**src/verilog/i2cm_pkg.sv**
```systemverilog
// Operation
// RQ1: Address sent MSB first, fixed 1001 plus pins.
// RQ2: Write direction bit zero; device acknowledges.
// RQ3: Eight-bit register index follows, MSB first.
// RQ4: One data byte written, MSB first, acknowledged.
// RQ5: Device keeps pointer until reset or rewrite.
// RQ6: Read: repeated start, address, direction one.
// RQ7: Master acknowledges each read data byte.
// RQ8: Then stop, or repeated start and next.
// RQ9: Master alone clocks; device drives ack/read.
// RQ10: Data changes only with clock low.
// RQ11: Repeated start: data up, clock up, data down.
// RQ12: Device answers only with mode pin high.
// RQ13: Works at standard and fast clock rates.
// RQ14: Device ignores transfers for other addresses.
package i2cm_pkg;

   // ==========================================================
   // Bus timing
   // ==========================================================
   localparam int MCLK_KHZ = 10000;
   localparam int SCL_STD_KHZ = 100;
   localparam int SCL_FAST_KHZ = 400;
   localparam int QTR_W = 5;
   // Each bit is four quarters; rounding up keeps the bus at or below its rate.
   localparam int QTR_STD_CYC = (MCLK_KHZ + 4 * SCL_STD_KHZ - 1) / (4 * SCL_STD_KHZ);
   localparam int QTR_FAST_CYC = (MCLK_KHZ + 4 * SCL_FAST_KHZ - 1) / (4 * SCL_FAST_KHZ);
   localparam logic [QTR_W-1:0] QTR_STD_RELOAD = QTR_W'(QTR_STD_CYC - 1);
   localparam logic [QTR_W-1:0] QTR_FAST_RELOAD = QTR_W'(QTR_FAST_CYC - 1);

   // ==========================================================
   // Frame layout
   // ==========================================================
   localparam logic [3:0] ADDR_FIXED = 4'h9;
   localparam logic [3:0] ACK_BIT = 4'h8;
   localparam logic [1:0] PH_LAST = 2'h3;

   // ==========================================================
   // Types
   // ==========================================================
   typedef enum logic [1:0] {
      CMD_WRITE = 2'b00,
      CMD_READ_IDX = 2'b01,
      CMD_READ_CUR = 2'b10
   } i2cm_cmd_t;

   typedef enum logic [1:0] {
      ST_IDLE = 2'b00,
      ST_START = 2'b01,
      ST_BIT = 2'b10,
      ST_STOP = 2'b11
   } i2cm_state_t;

endpackage
```
**src/verilog/i2cm_host.sv**
```systemverilog
`timescale 1ns/100ps
module i2cm_host (
   input wire logic mclk,
   input wire logic resetn,
   input wire logic cmd_start,
   input wire i2cm_pkg::i2cm_cmd_t cmd_kind,
   input wire logic fast_mode,
   input wire logic [2:0] addr_sel,
   input wire logic [7:0] reg_index,
   input wire logic [7:0] wr_data,
   output logic busy,
   output logic done,
   output logic [7:0] rd_data,
   output logic nack_err,
   output logic mode_serial,
   output logic scl_o,
   output logic scl_oe_n,
   input wire logic sda_i,
   output logic sda_o,
   output logic sda_oe_n
);
   import i2cm_pkg::*;

   // ==========================================================
   // State
   // ==========================================================
   i2cm_state_t state;
   i2cm_cmd_t kind;
   logic [1:0] phase;
   logic [3:0] bit_idx;
   logic [1:0] stage;
   logic [2:0] sel_r;
   logic [7:0] idx_r;
   logic [7:0] data_r;
   logic fast_r;
   logic [QTR_W-1:0] qcnt;
   logic [7:0] shift;
   logic ack_bad;
   logic sda_meta;
   logic sda_s;

   // ==========================================================
   // Decode
   // ==========================================================
   // Byte sequence per command; the address byte carries the fixed nibble first.
   wire [7:0] addr_w = {ADDR_FIXED, sel_r, 1'b0}; // RQ1 RQ2
   wire [7:0] addr_r = {ADDR_FIXED, sel_r, 1'b1}; // RQ1 RQ6
   wire cur_read = (kind == CMD_READ_IDX && stage == 2'd3) ||
                   (kind == CMD_READ_CUR && stage == 2'd1);
   wire [7:0] byte_s0 = (kind == CMD_READ_CUR) ? addr_r : addr_w;
   wire [7:0] byte_s2 = (kind == CMD_WRITE) ? data_r : addr_r; // RQ4 RQ6
   wire [7:0] cur_byte = (stage == 2'd0) ? byte_s0 :
                         (stage == 2'd1) ? idx_r : // RQ3
                         (stage == 2'd2) ? byte_s2 : 8'h00;
   wire [1:0] last_stage = (kind == CMD_WRITE) ? 2'd2 :
                           (kind == CMD_READ_IDX) ? 2'd3 : 2'd1;
   wire need_rs = (kind == CMD_READ_IDX) && (stage == 2'd1); // RQ6
   wire data_bit = (bit_idx != ACK_BIT);
   wire tx_bit = cur_byte[3'd7 - bit_idx[2:0]]; // RQ1
   // Host pulls SDA only for its own data bits and for the read acknowledge.
   wire pull_sda = data_bit ? (!cur_read && !tx_bit) : cur_read; // RQ7 RQ9
   wire tick = (state != ST_IDLE) && (qcnt == '0);
   wire [QTR_W-1:0] qreload = fast_r ? QTR_FAST_RELOAD : QTR_STD_RELOAD; // RQ13

   // ==========================================================
   // Pin input synchroniser
   // ==========================================================
   // The bus pin is asynchronous to mclk, so it passes two flops first.
   always_ff @(posedge mclk) begin
      if (!resetn) begin
         sda_meta <= 1'b1;
         sda_s <= 1'b1;
      end else begin
         sda_meta <= sda_i;
         sda_s <= sda_meta;
      end
   end

   // ==========================================================
   // Quarter-bit timer
   // ==========================================================
   // SCL is made here from mclk, so the bus side needs no second domain.
   always_ff @(posedge mclk) begin
      if (!resetn) begin
         qcnt <= '0;
      end else if (state == ST_IDLE || tick) begin
         qcnt <= qreload; // RQ13
      end else begin
         qcnt <= qcnt - 1'b1;
      end
   end

   // ==========================================================
   // Frame sequencer
   // ==========================================================
   // Start, each bit and stop walk four quarters; idle has no ticks; pin changes happen on quarter ticks.
   always_ff @(posedge mclk) begin
      if (!resetn) begin
         state <= ST_IDLE;
         kind <= CMD_WRITE;
         phase <= 2'd0;
         bit_idx <= 4'd0;
         stage <= 2'd0;
         sel_r <= 3'd0;
         idx_r <= 8'h00;
         data_r <= 8'h00;
         fast_r <= 1'b0;
         shift <= 8'h00;
         ack_bad <= 1'b0;
         busy <= 1'b0;
         done <= 1'b0;
         rd_data <= 8'h00;
         nack_err <= 1'b0;
         mode_serial <= 1'b0;
         scl_o <= 1'b0;
         scl_oe_n <= 1'b1;
         sda_o <= 1'b0;
         sda_oe_n <= 1'b1;
      end else begin
         done <= 1'b0;
         mode_serial <= 1'b1; // RQ12
         case (state)
            ST_IDLE: begin
               // Requests that arrive while busy are simply not seen.
               if (cmd_start) begin
                  kind <= cmd_kind;
                  sel_r <= addr_sel;
                  idx_r <= reg_index;
                  data_r <= wr_data;
                  fast_r <= fast_mode;
                  stage <= 2'd0;
                  phase <= 2'd0;
                  busy <= 1'b1;
                  nack_err <= 1'b0;
                  state <= ST_START;
               end
            end
            ST_START: begin
               if (tick) begin
                  phase <= phase + 1'b1;
                  if (phase == 2'd0) begin
                     scl_oe_n <= 1'b1; // RQ11
                  end else if (phase == 2'd1) begin
                     sda_oe_n <= 1'b0; // RQ10 RQ11
                  end else if (phase == 2'd2) begin
                     scl_oe_n <= 1'b0;
                  end else begin
                     bit_idx <= 4'd0;
                     state <= ST_BIT;
                  end
               end
            end
            ST_BIT: begin
               if (tick) begin
                  phase <= phase + 1'b1;
                  if (phase == 2'd0) begin
                     sda_oe_n <= !pull_sda; // RQ9 RQ10
                  end else if (phase == 2'd1) begin
                     scl_oe_n <= 1'b1;
                  end else if (phase == 2'd2) begin
                     if (data_bit) begin
                        shift <= {shift[6:0], sda_s};
                     end
                     ack_bad <= sda_s && !cur_read;
                  end else begin
                     scl_oe_n <= 1'b0;
                     if (data_bit) begin
                        bit_idx <= bit_idx + 1'b1;
                     end else if (ack_bad) begin
                        // A missing acknowledge aborts the frame with a stop.
                        nack_err <= 1'b1;
                        state <= ST_STOP;
                     end else if (stage == last_stage) begin
                        if (cur_read) begin
                           rd_data <= shift;
                        end
                        state <= ST_STOP; // RQ8
                     end else begin
                        stage <= stage + 1'b1;
                        bit_idx <= 4'd0;
                        if (need_rs) begin
                           sda_oe_n <= 1'b1; // RQ11
                           state <= ST_START;
                        end
                     end
                  end
               end
            end
            ST_STOP: begin
               if (tick) begin
                  phase <= phase + 1'b1;
                  if (phase == 2'd0) begin
                     sda_oe_n <= 1'b0;
                  end else if (phase == 2'd1) begin
                     scl_oe_n <= 1'b1;
                  end else if (phase == 2'd2) begin
                     sda_oe_n <= 1'b1; // RQ10
                  end else begin
                     busy <= 1'b0;
                     done <= 1'b1;
                     state <= ST_IDLE;
                  end
               end
            end
            default: begin
               state <= ST_IDLE;
            end
         endcase
      end
   end
endmodule

```
**config.mk**
```make
export PLATFORM = sky130hd
export DESIGN_NAME = i2cm_host
export DESIGN_NICKNAME = d
export VERILOG_FILES = /design/src/verilog/i2cm_pkg.sv /design/src/verilog/i2cm_host.sv
export SDC_FILE = /design/constraint.sdc
export NUM_CORES = 1
export LEC_CHECK = 0
export ABC_CLOCK_PERIOD_IN_PS = 2100
export BUFFER_PORTS_ARGS = -buffer_cell sky130_fd_sc_hd__clkbuf_2
export CAP_MARGIN = 25
export CORE_AREA = 2 2 81 83
export DETAILED_ROUTE_END_ITERATION = 7
export DIE_AREA = 0 0 83 85
export HOLD_SLACK_MARGIN = 0.12
export PLACE_DENSITY = 0.72
export SLEW_MARGIN = 20
export SYNTH_ARGS = -nofsm -noshare
export SYNTH_HDL_FRONTEND = slang
export SYNTH_SLANG_ARGS = --single-unit
```
**constraint.sdc**
```tcl
create_clock -name mclk -period 2.1 [get_ports mclk]
set_input_delay 0.105 -clock mclk [delete_from_list [all_inputs] [get_ports mclk]]
set_output_delay 0.105 -clock mclk [all_outputs]
set_load 0.02 [all_outputs]
```
==> impl_summary.log, run 1 <==
[metrics] Async SR Flop Fraction: 0%
[metrics] RR Endpoint: stage[0]$_SDFFE_PN0P_
[metrics] max-cap violation count: 0
[metrics] outcome: finished, violations left
[metrics] wire length of the first global-routing pass: 12300 um
[metrics] Die X-Extent: ~83 um
[metrics] final-layout setup total negative slack: -2.60 ps
[metrics] synthesized flop and latch total: 62
[metrics] detailed-routing iteration count for the pre-antenna-repair pass: 4
[metrics] Synth Warn #: 0
[metrics] Seq/Total Area, Yosys: slightly above 40%
[metrics] total global routing track utilization: 21.4%
[metrics] violations in the final reports: setup timing
[metrics] effective utilization at floorplan: 48.8%
[metrics] post-synthesis cell type count: 52
[metrics] total via count in the routed design: between 2000 and 3000
[metrics] CTS max path bufs: 2
[metrics] layout-stage area growth over the synthesis result: 31.1%
[metrics] routability congestion estimate from global placement: around 0.9
[metrics] DRC: 0
[metrics] peak ir drop on the vdd network: roughly 0.00035 V
[metrics] combinational group share of total power: 13.4%
[metrics] CTS HTree Levels: 3
[metrics] critical path peak fanout: 4
[metrics] cells after synthesis: 373
[metrics] final critical delay including setup and external delays: between 2000 and 2500 ps
[metrics] Die Y: 85 um
[metrics] clock transition at the registers of the reported paths: 70 ps
[metrics] required time worst endpoint: between 2000 and 2500 ps
[metrics] Core Footprint: 0.00620 mm2
[metrics] highest-count cells in the layout ignoring fill and taps: sky130_fd_sc_hd__nand2_1 (61), sky130_fd_sc_hd__dfxtp_1 (61), sky130_fd_sc_hd__clkbuf_2 (39)
[metrics] total grt overflow: 0
[metrics] share of total power in sequential cells: between 40 and 50%
[metrics] Antenna Cells: 0
[metrics] TritonCTS buffer count: 9
[metrics] most common flop cell mapped by yosys: sky130_fd_sc_hd__dfxtp_1
[metrics] max-slew violations: 0
[metrics] endpoint of the worst setup timing path: stage[0]$_SDFFE_PN0P_
[metrics] type of the worst setup path: reg2reg
[metrics] number of top-level pins: 42
[metrics] Routed Wire Length: ~7300 um
[metrics] maximum clock rate: roughly 480 MHz
[metrics] worst slack at placement: -65.4 ps
[metrics] share of cells above drive strength 1: a little under a quarter
[metrics] power density relative to cell area: roughly 650 mW/mm2
[metrics] clock tree from TritonCTS: yes
[metrics] floorplan die area: approximately 0.0071 mm2
[metrics] EDFF count, synth: 0
[metrics] clock tree skew after final layout: ~13 ps
[metrics] Worst setup startpoint: qcnt[0]$_SDFF_PP0_
[metrics] Worst setup EP type: flop
[metrics] Int Pwr: between 1.5 and 2 mW
[metrics] number of buffers added on ports: 39
[metrics] static leakage: roughly 1.6 nW
[metrics] initial antenna violation count: 0
[metrics] startpoint types: flop
[metrics] startpoint of the worst-slack reg-to-reg timing path: qcnt[0]$_SDFF_PP0_
[metrics] # clock sinks: slightly above 60
[metrics] crit path setup slack, layout: -2.60 ps
[metrics] HPWL after DPL: roughly 5000 um
[metrics] Via density: approximately 5.4
[metrics] share of the clock period used by the worst path: 100%
[metrics] unrepaired setup endpoints after global routing: yes
[metrics] critical path data arrival time: 2370 ps
[metrics] clock tree root buffer cell: sky130_fd_sc_hd__clkbuf_8
[metrics] switching power of the nets: ~0.67 mW
[metrics] count of cells along the worst register-to-register path: 8
[metrics] Clk pwr share: 37.6%
[metrics] wire per inst: about 14 um
[metrics] Net Sw Frac: 25.8%
[metrics] final setup violating endpoints: 1
[metrics] final layout net count: 495
[metrics] Hold Path Cell Cnt: 4
[metrics] hold violation total from the final report: 0
[metrics] Netlist Area Pre-Place: 0.00303 mm2
[metrics] via count of the first global-routing pass: 2760
[metrics] kind of path behind the tightest hold check: in2reg
[metrics] mean instance size in the synthesized netlist: between 8 and 9 um2
[metrics] maximum number of pins on one net before global-route repair: 38
[metrics] Row Count: 29
[metrics] FF-to-FF setup slack: -3 ps
[metrics] count of antenna-violating nets left after detailed routing: 0
[metrics] clock insertion delay at the later pin of the skew report: between 300 and 400 ps
[metrics] Iter 0 DRT Violations: roughly 180
## through the flow
| step | cells | utilization, % | total power, mW | instance area (um2) | hold WS, ps |
|---|---|---|---|---|---|
| finish | 538 | 63.9 | 2.60 | 3970 | 222 |
| global route | 538 | 63.9 | 2.71 | 3970 | 269 |
| global placement | 493 | 55.1 | 1.58 | 3420 | 295 |
| CTS | 536 | 62.7 | 2.60 | 3890 | 200 |
| floorplan | 374 | - | 1.49 | 3040 | 133 |
| detailed placement | 493 | 55.1 | 1.59 | 3420 | 298 |
## flip-flops by register name, indices dropped and copies added, names as in the netlist
name	count
data_r	8
idx_r	8
rd_data	8
shift	8
qcnt	5
bit_idx	4
sel_r	3
kind	2
phase	2
stage	2
state	2
ack_bad	1
busy	1
done	1
fast_r	1
mode_serial	1
nack_err	1
scl_oe_n	1
sda_meta	1
sda_oe_n	1
sda_s	1
## layout make-up
| cell class | count | area [um2] |
|---|---|---|
| clock buffers | 11 | 131 |
| clock inverters | 5 | 50.0 |
| fillers | 525 | 2240 |
| inverters | 14 | 52.6 |
| multi-input cells | 276 | 1720 |
| flip-flops and latches | 62 | 1240 |
| well taps | 77 | 96.3 |
| repair buffers | 93 | 679 |
## power groups by stage
stage          registers (mW)  logic, mW  clock network [mW]
3_3_place_gp             1.29      0.285                   0
3_5_place_dp             1.29      0.294                   0
6_report                 1.27      0.349               0.977
2_1_floorplan            1.28      0.208                   0
4_1_cts                  1.27      0.335               0.998
5_1_grt                  1.28      0.390                1.04
## repair_timing
| action | 4_1_cts | 5_1_grt |
|---|---|---|
| gates resized for setup | 3 | 16 |
| endpoints found under the hold margin | 25 | 0 |
| pin swaps | 1 | 4 |
| hold buffers | 25 | 0 |
| endpoints found under the setup margin | 14 | 24 |
| setup buffers | 2 | 2 |
## how the worst min path moves through the flow
stage	start	to	slack [ps]
2_1_floorplan	resetn	mode_serial$_DFF_P_	130
3_3_place_gp	sda_i	sda_meta$_SDFF_PN1_	290
3_5_place_dp	sda_i	sda_meta$_SDFF_PN1_	300
4_1_cts	cmd_start	nack_err$_SDFFE_PN0P_	200
5_1_grt	cmd_start	busy$_SDFFE_PN0P_	270
6_report	cmd_start	nack_err$_SDFFE_PN0P_	220
## cells by family (layout without fill, tap and decap cells)
| kind of cell | Yosys count | after routing | share of synthesized area (%) |
|---|---|---|---|
| flip-flops | 62 | 62 | 41.0 |
| multiplexers | 20 | 20 | 7.07 |
| AO/OA/AOI/OAI | 87 | 87 | 17.4 |
| AND/OR/NAND/NOR | 151 | 151 | 23.3 |
| other | 1 | 2 | 0.124 |
| XOR/XNOR | 3 | 3 | 0.868 |
| adder cells (fa/ha/maj) | 13 | 13 | 5.37 |
| buffers and inverters | 36 | 123 | 4.88 |
## Yosys cell counts (all sizes together) (2+ instances only)
library cell	count	area (um2)
o31ai	2	15.0
nand2b	8	50.1
a31oi	6	37.5
clkbuf	18	67.6
and3b	2	17.5
or4	2	15.0
nand3	7	35.0
and2	3	18.8
nand2	62	235
a22oi	2	15.0
buf	4	27.5
inv	14	52.6
a21oi	39	195
nor4	3	33.8
nor2b	6	37.5
nand4	2	12.5
o21a	3	22.5
a21o	2	15.0
a221oi	2	17.5
ha	13	163
o2111ai	3	26.3
nor2	38	145
dfxtp	62	1240
o21ai	15	75.1
nor3	13	65.1
a211oi	3	22.5
mux2i	18	180
xor2	2	17.5
## layer usage
layer	wire length [um]	track usage, %	vias up	share of wire (%)
li1	-	-	1462	-
met1	3290	26.6	1334	45
met2	3470	35.7	75	47
met3	442	5.84	10	6.0
met4	112	8.05	0	1.5
met5	0	0	-	0
## critical path: stages (launching register included)
cell and delay [ps]:
sky130_fd_sc_hd__dfxtp_2 330, sky130_fd_sc_hd__inv_2 60, sky130_fd_sc_hd__ha_4 130, sky130_fd_sc_hd__or4b_4 500, sky130_fd_sc_hd__nor2_1 180, sky130_fd_sc_hd__nand2_1 100
sky130_fd_sc_hd__or3_1 430, sky130_fd_sc_hd__nand2b_1 180, sky130_fd_sc_hd__a21oi_1 130
Power figures use the tool's default switching activity.
==> run 2: changes to the inputs <==
==> constraint.sdc (replaced) <==
create_clock -name mclk -period 2.1 [get_ports mclk]
set_input_delay 0.42 -clock mclk [delete_from_list [all_inputs] [get_ports mclk]]
set_output_delay 0.42 -clock mclk [all_outputs]
set_load 0.02 [all_outputs]
==> run 2 against run 1 <==
The flow now finishes without violations. Utilization shrank 3.7 points. Count of clock-buffer cells in the layout shrank 1. Combinational power shrank 7.2%. Setup slack gained 39 ps. Clock power is essentially flat. Flip-flop and latch count is the same. Non-clock buffer count shrank 21. Sequential share of layout area grew 2.0 points. Worst hold slack gained 40 ps.
==> impl_summary.log, run 2 (synthesis gave the netlist of run 1 again) <==
[metrics] unrepaired setup endpoints after global routing: yes
[metrics] type of the worst setup path: reg2reg
[metrics] CTS HTree Levels: 3 (unchanged)
[metrics] power density relative to cell area: 697 mW/mm2 (+6.5%)
[metrics] initial antenna violation count: 0 (unchanged)
[metrics] count of antenna-violating nets left after detailed routing: 0 (unchanged)
[metrics] Core Footprint: 0.00620 mm2 (unchanged)
[metrics] final layout net count: 474 (-4.2%)
[metrics] highest-count cells in the layout ignoring fill and taps: sky130_fd_sc_hd__nand2_1 (61), sky130_fd_sc_hd__dfxtp_1 (60), sky130_fd_sc_hd__clkbuf_2 (39)
[metrics] clock tree skew after final layout: 3.39 ps (-9.46 ps)
[metrics] crit path setup slack, layout: 36.7 ps (+39.3 ps)
[metrics] DRC: 0 (unchanged)
[metrics] share of total power in sequential cells: 48.8% (about the same)
[metrics] Int Pwr: 1.91 mW (-0.84%)
[metrics] Row Count: 29 (unchanged)
[metrics] wire per inst: 13.7 um (+0.72%)
[metrics] effective utilization at floorplan: 48.8% (unchanged)
[metrics] detailed-routing iteration count for the pre-antenna-repair pass: 4 (unchanged)
[metrics] Net Sw Frac: 26.7% (+0.88 points)
[metrics] Antenna Cells: 0 (unchanged)
[metrics] Die X-Extent: 83 um (unchanged)
[metrics] floorplan die area: 0.00706 mm2 (unchanged)
[metrics] number of top-level pins: 42 (unchanged)
[metrics] final-layout setup total negative slack: 0 ps (+2.60 ps)
[metrics] maximum number of pins on one net before global-route repair: 33 (-13%)
[metrics] clock tree root buffer cell: sky130_fd_sc_hd__clkbuf_8
[metrics] final standard cell area without fillers: 0.00374 mm2 (-5.8%)
[metrics] Clk pwr share: 38.7% (+1.1 points)
[metrics] startpoint types: flop
[metrics] crit-path leading delay family: simple AND/OR/NAND/NOR gates
[metrics] maximum clock rate: 485 MHz (+1.9%)
[metrics] final core utilization: 60.3% (-3.7 points)
[metrics] share of the clock period used by the worst path: 98.3% (-1.9 points)
[metrics] clock insertion delay at the later pin of the skew report: 340 ps (about the same)
[metrics] final setup violating endpoints: 0 (-1)
[metrics] critical-path cell with the highest stage delay: sky130_fd_sc_hd__or4_1
[metrics] total buffers and inverters traversed by the critical path: 1 (unchanged)
[metrics] combinational group share of total power: 12.4% (-1.0 points)
[metrics] critical path peak fanout: 3 (-1)
[metrics] peak ir drop on the vdd network: 0.000625 V (+81%)
[metrics] critical path data arrival time: 2330 ps (-40 ps)
[metrics] switching power of the nets: 0.695 mW (+3.8%)
[metrics] required time worst endpoint: 2360 ps (about the same)
[metrics] CTS max path bufs: 2 (unchanged)
[metrics] kind of path behind the tightest hold check: in2reg
[metrics] most common library cell in the layout ignoring fill and taps: sky130_fd_sc_hd__nand2_1
[metrics] total global routing track utilization: 20.5% (-0.87 points)
[metrics] final-layout worst hold slack: 262 ps (+39.8 ps)
[metrics] clock transition at the registers of the reported paths: 70 ps (about the same)
[metrics] max-cap violation count: 0 (unchanged)
[metrics] Routed Wire Length: 7090 um (-3.2%)
[metrics] wire length of the first global-routing pass: 12000 um (-2.7%)
[metrics] Iter 0 DRT Violations: 158 (-11%)
[metrics] share of cells above drive strength 1: 25.5% (+2.5 points)
[metrics] routability congestion estimate from global placement: 0.893 (-2.7%)
[metrics] # clock sinks: 62 (unchanged)
[metrics] Die Y: 85 um (unchanged)
[metrics] ordered list of cells on the worst path: inv_2 -> ha_4 -> or4b_4 -> nor4_4 -> nand2_2 -> or4_1 -> a31oi_1
[metrics] clock tree from TritonCTS: yes
[metrics] HPWL after DPL: 5020 um (+0.67%)
[metrics] Total Power: 2.61 mW (+0.36%)
[metrics] Via density: 5.40 (+0.88%)
[metrics] via count of the first global-routing pass: 2646 (-4.1%)
[metrics] Non-Filler Instances: 517 (-3.9%)
[metrics] outcome: complete, no violations
[metrics] TritonCTS buffer count: 9 (unchanged)
[metrics] hold violation total from the final report: 0 (unchanged)
[metrics] number of buffers inserted by hold repair at cts: 0 (-100%)
[metrics] Worst setup EP type: flop
[metrics] final critical delay including setup and external delays: 2060 ps (-39.3 ps)
[metrics] Placed Instance Area: 0.00344 mm2 (+0.66%)
[metrics] static leakage: 1.53 nW (-5.8%)
[metrics] total grt overflow: 0 (unchanged)
[metrics] number of buffers added on ports: 39 (unchanged)
[metrics] total via count in the routed design: 2793 (-3.1%)
[metrics] worst slack at placement: -9.69 ps (+55.7 ps)
[metrics] layout-stage area growth over the synthesis result: 23.5%
[metrics] largest incremental delay on the critical path: 510 ps (about the same)
[metrics] max-slew violations: 0 (unchanged)
[metrics] Filler Cells Inserted: 555 (+5.7%)
[metrics] number of placed cells counting well taps: 496 (+0.61%)
[run 2: power by group through the flow]
stage	Combinational [mW]	Clock (mW)	Sequential (mW)
final	0.324	1.01	1.27
after CTS	0.300	1.03	1.27
after floorplan	0.208	0	1.28
after global placement	0.288	0	1.29
after global routing	0.364	1.08	1.28
after detailed placement	0.295	0	1.30
[run 2: timing repair]
action,CTS,global route
resized for setup,1,19
setup buffers,3,2
hold endpoints to repair,0,0
pin swaps,1,3
endpoints found under the setup margin,11,23
[run 2: final cells by class]
type | count | area, um2 | share of cell area, %
multi-input combinational | 276 | 1710 | 45.7
sequential | 62 | 1240 | 33.3
timing repair buffer | 72 | 447 | 11.9
clock buffer | 10 | 128 | 3.41
tap | 77 | 96.3 | 2.58
clock inverter | 6 | 62.6 | 1.67
inverter | 14 | 52.6 | 1.41
[run 2: path summary, 6_finish.rpt]
kind	cells past startpoint	slack, ps	end	start
worst max-delay path	7	40	bit_idx[3]$_SDFFE_PN0P_	qcnt[0]$_SDFF_PP0_
worst min-delay path	2	260	sda_meta$_SDFF_PN1_	sda_i
worst max register to register	7	40	bit_idx[3]$_SDFFE_PN0P_	qcnt[0]$_SDFF_PP0_
worst min register to register	1	430	sda_s$_SDFF_PN1_	sda_meta$_SDFF_PN1_
[run 2: routing by layer]
layer	global-route usage, %	vias to the layer above	part of all wire, %	routed length [um]
li1	-	1419	-	-
met1	26.2	1286	45	3210
met2	34.2	80	48	3380
met3	4.77	8	6.0	422
met4	7.30	0	1.1	75
met5	0	-	0	0
[run 2: worst register-to-register path: stages, from the launching register on]
cell and delay [ps]:
sky130_fd_sc_hd__dfxtp_2 320, sky130_fd_sc_hd__inv_2 60, sky130_fd_sc_hd__ha_4 130, sky130_fd_sc_hd__or4b_4 490, sky130_fd_sc_hd__nor4_4 220, sky130_fd_sc_hd__nand2_2 110
sky130_fd_sc_hd__or4_1 510, sky130_fd_sc_hd__a31oi_1 140
==> run 3: changes to the inputs <==
--- a/config.mk
+++ b/config.mk
@@ -14,3 +14,3 @@
 export HOLD_SLACK_MARGIN = 0.12
-export PLACE_DENSITY = 0.72
+export PLACE_DENSITY_LB_ADDON = 0.15
 export SLEW_MARGIN = 20
--- a/constraint.sdc
+++ b/constraint.sdc
@@ -3,2 +3,2 @@
 set_output_delay 0.42 -clock mclk [all_outputs]
-set_load 0.02 [all_outputs]
+set_load 0.01 [all_outputs]
==> run 3 against run 2 <==
The flow now finishes with violations (setup timing). Clock power grew 4%. Via count shrank 1.1%. First-iteration DRC count shrank 30%. Sequential power is essentially flat. Worst hold slack lost 2.8 ps. Critical endpoint is now bit_idx[2]$_SDFFE_PN0P_. Routed wire length shrank 1.3%. Flip-flop and latch count is the same. Register-to-register slack lost 40 ps. Final cell count shrank 1.5%. Total power grew 1.2%. Critical path depth grew 1. Largest cell class unchanged.
==> impl_summary.log, run 3 (synthesis gave the netlist of run 1 again) <==
[metrics] worst slack at placement: -59.1 ps (-49.4 ps)
[metrics] final-layout worst hold slack: 259 ps (-2.82 ps)
[metrics] power density relative to cell area: 711 mW/mm2 (+2.0%)
[metrics] clock tree root buffer cell: sky130_fd_sc_hd__clkbuf_8
[metrics] Filler Cells Inserted: 591 (+6.5%)
[metrics] area of all sequential standard cells: 0.00124 mm2 (-0.10%)
[metrics] final core utilization: 59.7% (-0.50 points)
[metrics] max-slew violations: 0 (unchanged)
[metrics] Row Count: 29 (unchanged)
[metrics] final layout net count: 466 (-1.7%)
[metrics] number of buffers added on ports: 39 (unchanged)
[metrics] area used by multi-input combinational logic: 0.00170 mm2 (-0.73%)
[metrics] # clock sinks: 62 (unchanged)
[metrics] effective utilization at floorplan: 48.8% (unchanged)
[metrics] via count of the first global-routing pass: 2540 (-4.0%)
[metrics] DRC: 0 (unchanged)
[metrics] floorplan die area: 0.00706 mm2 (unchanged)
[metrics] total global routing track utilization: 20.7% (+0.12 points)
[metrics] critical path peak fanout: 5 (+2)
[metrics] share of cells above drive strength 1: 23.6% (-1.8 points)
[metrics] Routed Wire Length: 7000 um (-1.3%)
[metrics] maximum clock rate: 475 MHz (-2.1%)
[metrics] peak ir drop on the vdd network: 0.000531 V (-15%)
[metrics] required time worst endpoint: 2390 ps (+30 ps)
[metrics] share of the clock period used by the worst path: 100% (+2.1 points)
[metrics] number of placed cells counting well taps: 491 (-1.0%)
[metrics] final-layout setup total negative slack: -6.74 ps (-6.74 ps)
[metrics] Die X-Extent: 83 um (unchanged)
[metrics] startpoint types: flop
[metrics] number of top-level pins: 42 (unchanged)
[metrics] kind of path behind the tightest hold check: in2reg
[metrics] total grt overflow: 0 (unchanged)
[metrics] wire length of the first global-routing pass: 11800 um (-1.2%)
[metrics] Worst setup EP type: flop
[metrics] CTS HTree Levels: 3 (unchanged)
[metrics] Via density: 5.42 (+0.41%)
[metrics] total via count in the routed design: 2761 (-1.1%)
[metrics] crit path setup slack, layout: -6.74 ps (-43.4 ps)
[metrics] type of the worst setup path: reg2reg
[metrics] static leakage: 1.52 nW (-0.60%)
[metrics] routability congestion estimate from global placement: 0.851 (-4.7%)
[metrics] Antenna Cells: 0 (unchanged)
[metrics] Core Footprint: 0.00620 mm2 (unchanged)
[metrics] critical path data arrival time: 2400 ps (+70 ps)
[metrics] hold violation total from the final report: 0 (unchanged)
[metrics] final setup violating endpoints: 1 (+1)
[metrics] initial antenna violation count: 0 (unchanged)
[metrics] CTS max path bufs: 2 (unchanged)
[metrics] clock transition at the registers of the reported paths: 70 ps (about the same)
[metrics] Die Y: 85 um (unchanged)
[metrics] clock tree from TritonCTS: yes
[metrics] detailed-routing iteration count for the pre-antenna-repair pass: 4 (unchanged)
[metrics] max-cap violation count: 0 (unchanged)
[metrics] layout-stage area growth over the synthesis result: 22.5%
[metrics] wire per inst: 13.7 um (+0.27%)
[metrics] Iter 0 DRT Violations: 111 (-30%)
[metrics] clock insertion delay at the later pin of the skew report: 340 ps (about the same)
[metrics] maximum number of pins on one net before global-route repair: 43 (+30%)
[metrics] Non-Filler Instances: 509 (-1.5%)
[metrics] TritonCTS buffer count: 9 (unchanged)
[metrics] violations in the final reports: setup timing
[metrics] HPWL after DPL: 4960 um (-1.0%)
[metrics] unrepaired setup endpoints after global routing: yes
[metrics] outcome: finished, violations left
[metrics] number of buffers inserted by hold repair at cts: 0 (unchanged)
[metrics] highest-count cells in the layout ignoring fill and taps: sky130_fd_sc_hd__nand2_1 (61), sky130_fd_sc_hd__dfxtp_1 (61), sky130_fd_sc_hd__clkbuf_2 (39)
[metrics] final critical delay including setup and external delays: 2110 ps (+43.4 ps)
[metrics] clock tree skew after final layout: 10.1 ps (+6.68 ps)
[metrics] count of antenna-violating nets left after detailed routing: 0 (unchanged)
run 3: worst max-delay path, cell delays in order, from the launching register on:
cell and delay, ps:
sky130_fd_sc_hd__dfxtp_2 330, sky130_fd_sc_hd__inv_2 60, sky130_fd_sc_hd__ha_4 120, sky130_fd_sc_hd__or4b_4 500, sky130_fd_sc_hd__nor4_4 260, sky130_fd_sc_hd__nand2_2 100
sky130_fd_sc_hd__or4_4 420, sky130_fd_sc_hd__a21oi_2 130, sky130_fd_sc_hd__o21a_1 110
run 3: through the flow:
step           instance area (um2)  total power, mW
2_1_floorplan                 3040             1.48
3_3_place_gp                  3440             1.58
3_5_place_dp                  3440             1.58
4_1_cts                       3650             2.64
5_1_grt                       3710             2.75
6_report                      3710             2.64
run 3: where the power goes:
part	total (mW)	switching, mW	internal [mW]
clock network	1.05	0.479	0.576
registers	1.27	0.0451	1.23
logic	0.311	0.172	0.139
run 3: final cells by class:
cell class	instances	share of cell area (%)
multi-input combinational	276	45.8
sequential	62	33.5
timing repair buffer	64	11.3
clock buffer	10	3.71
tap	77	2.60
clock inverter	6	1.65
inverter	14	1.42
run 3: routing by layer:
metal	vias up	global-route usage (%)	wire length, um
li1	1404	-	-
met1	1283	27.4	3390
met2	61	33.1	3210
met3	13	3.70	264
met4	0	9.09	124
met5	-	0	0
run 3: repair_timing:
item	4_1_cts	5_1_grt
resized for setup	2	13
pin swaps	0	4
buffers inserted	0	2
endpoints found under the setup margin	12	26
run 3: final timing paths:
path | depth (start not counted) | slack (ps) | from | end
max | 8 | -7 | qcnt[0]$_SDFF_PP0_ | bit_idx[2]$_SDFFE_PN0P_
min | 2 | 260 | sda_i | sda_meta$_SDFF_PN1_
max reg2reg | 8 | -7 | qcnt[0]$_SDFF_PP0_ | bit_idx[2]$_SDFFE_PN0P_
min reg2reg | 1 | 430 | sda_meta$_SDFF_PN1_ | sda_s$_SDFF_PN1_
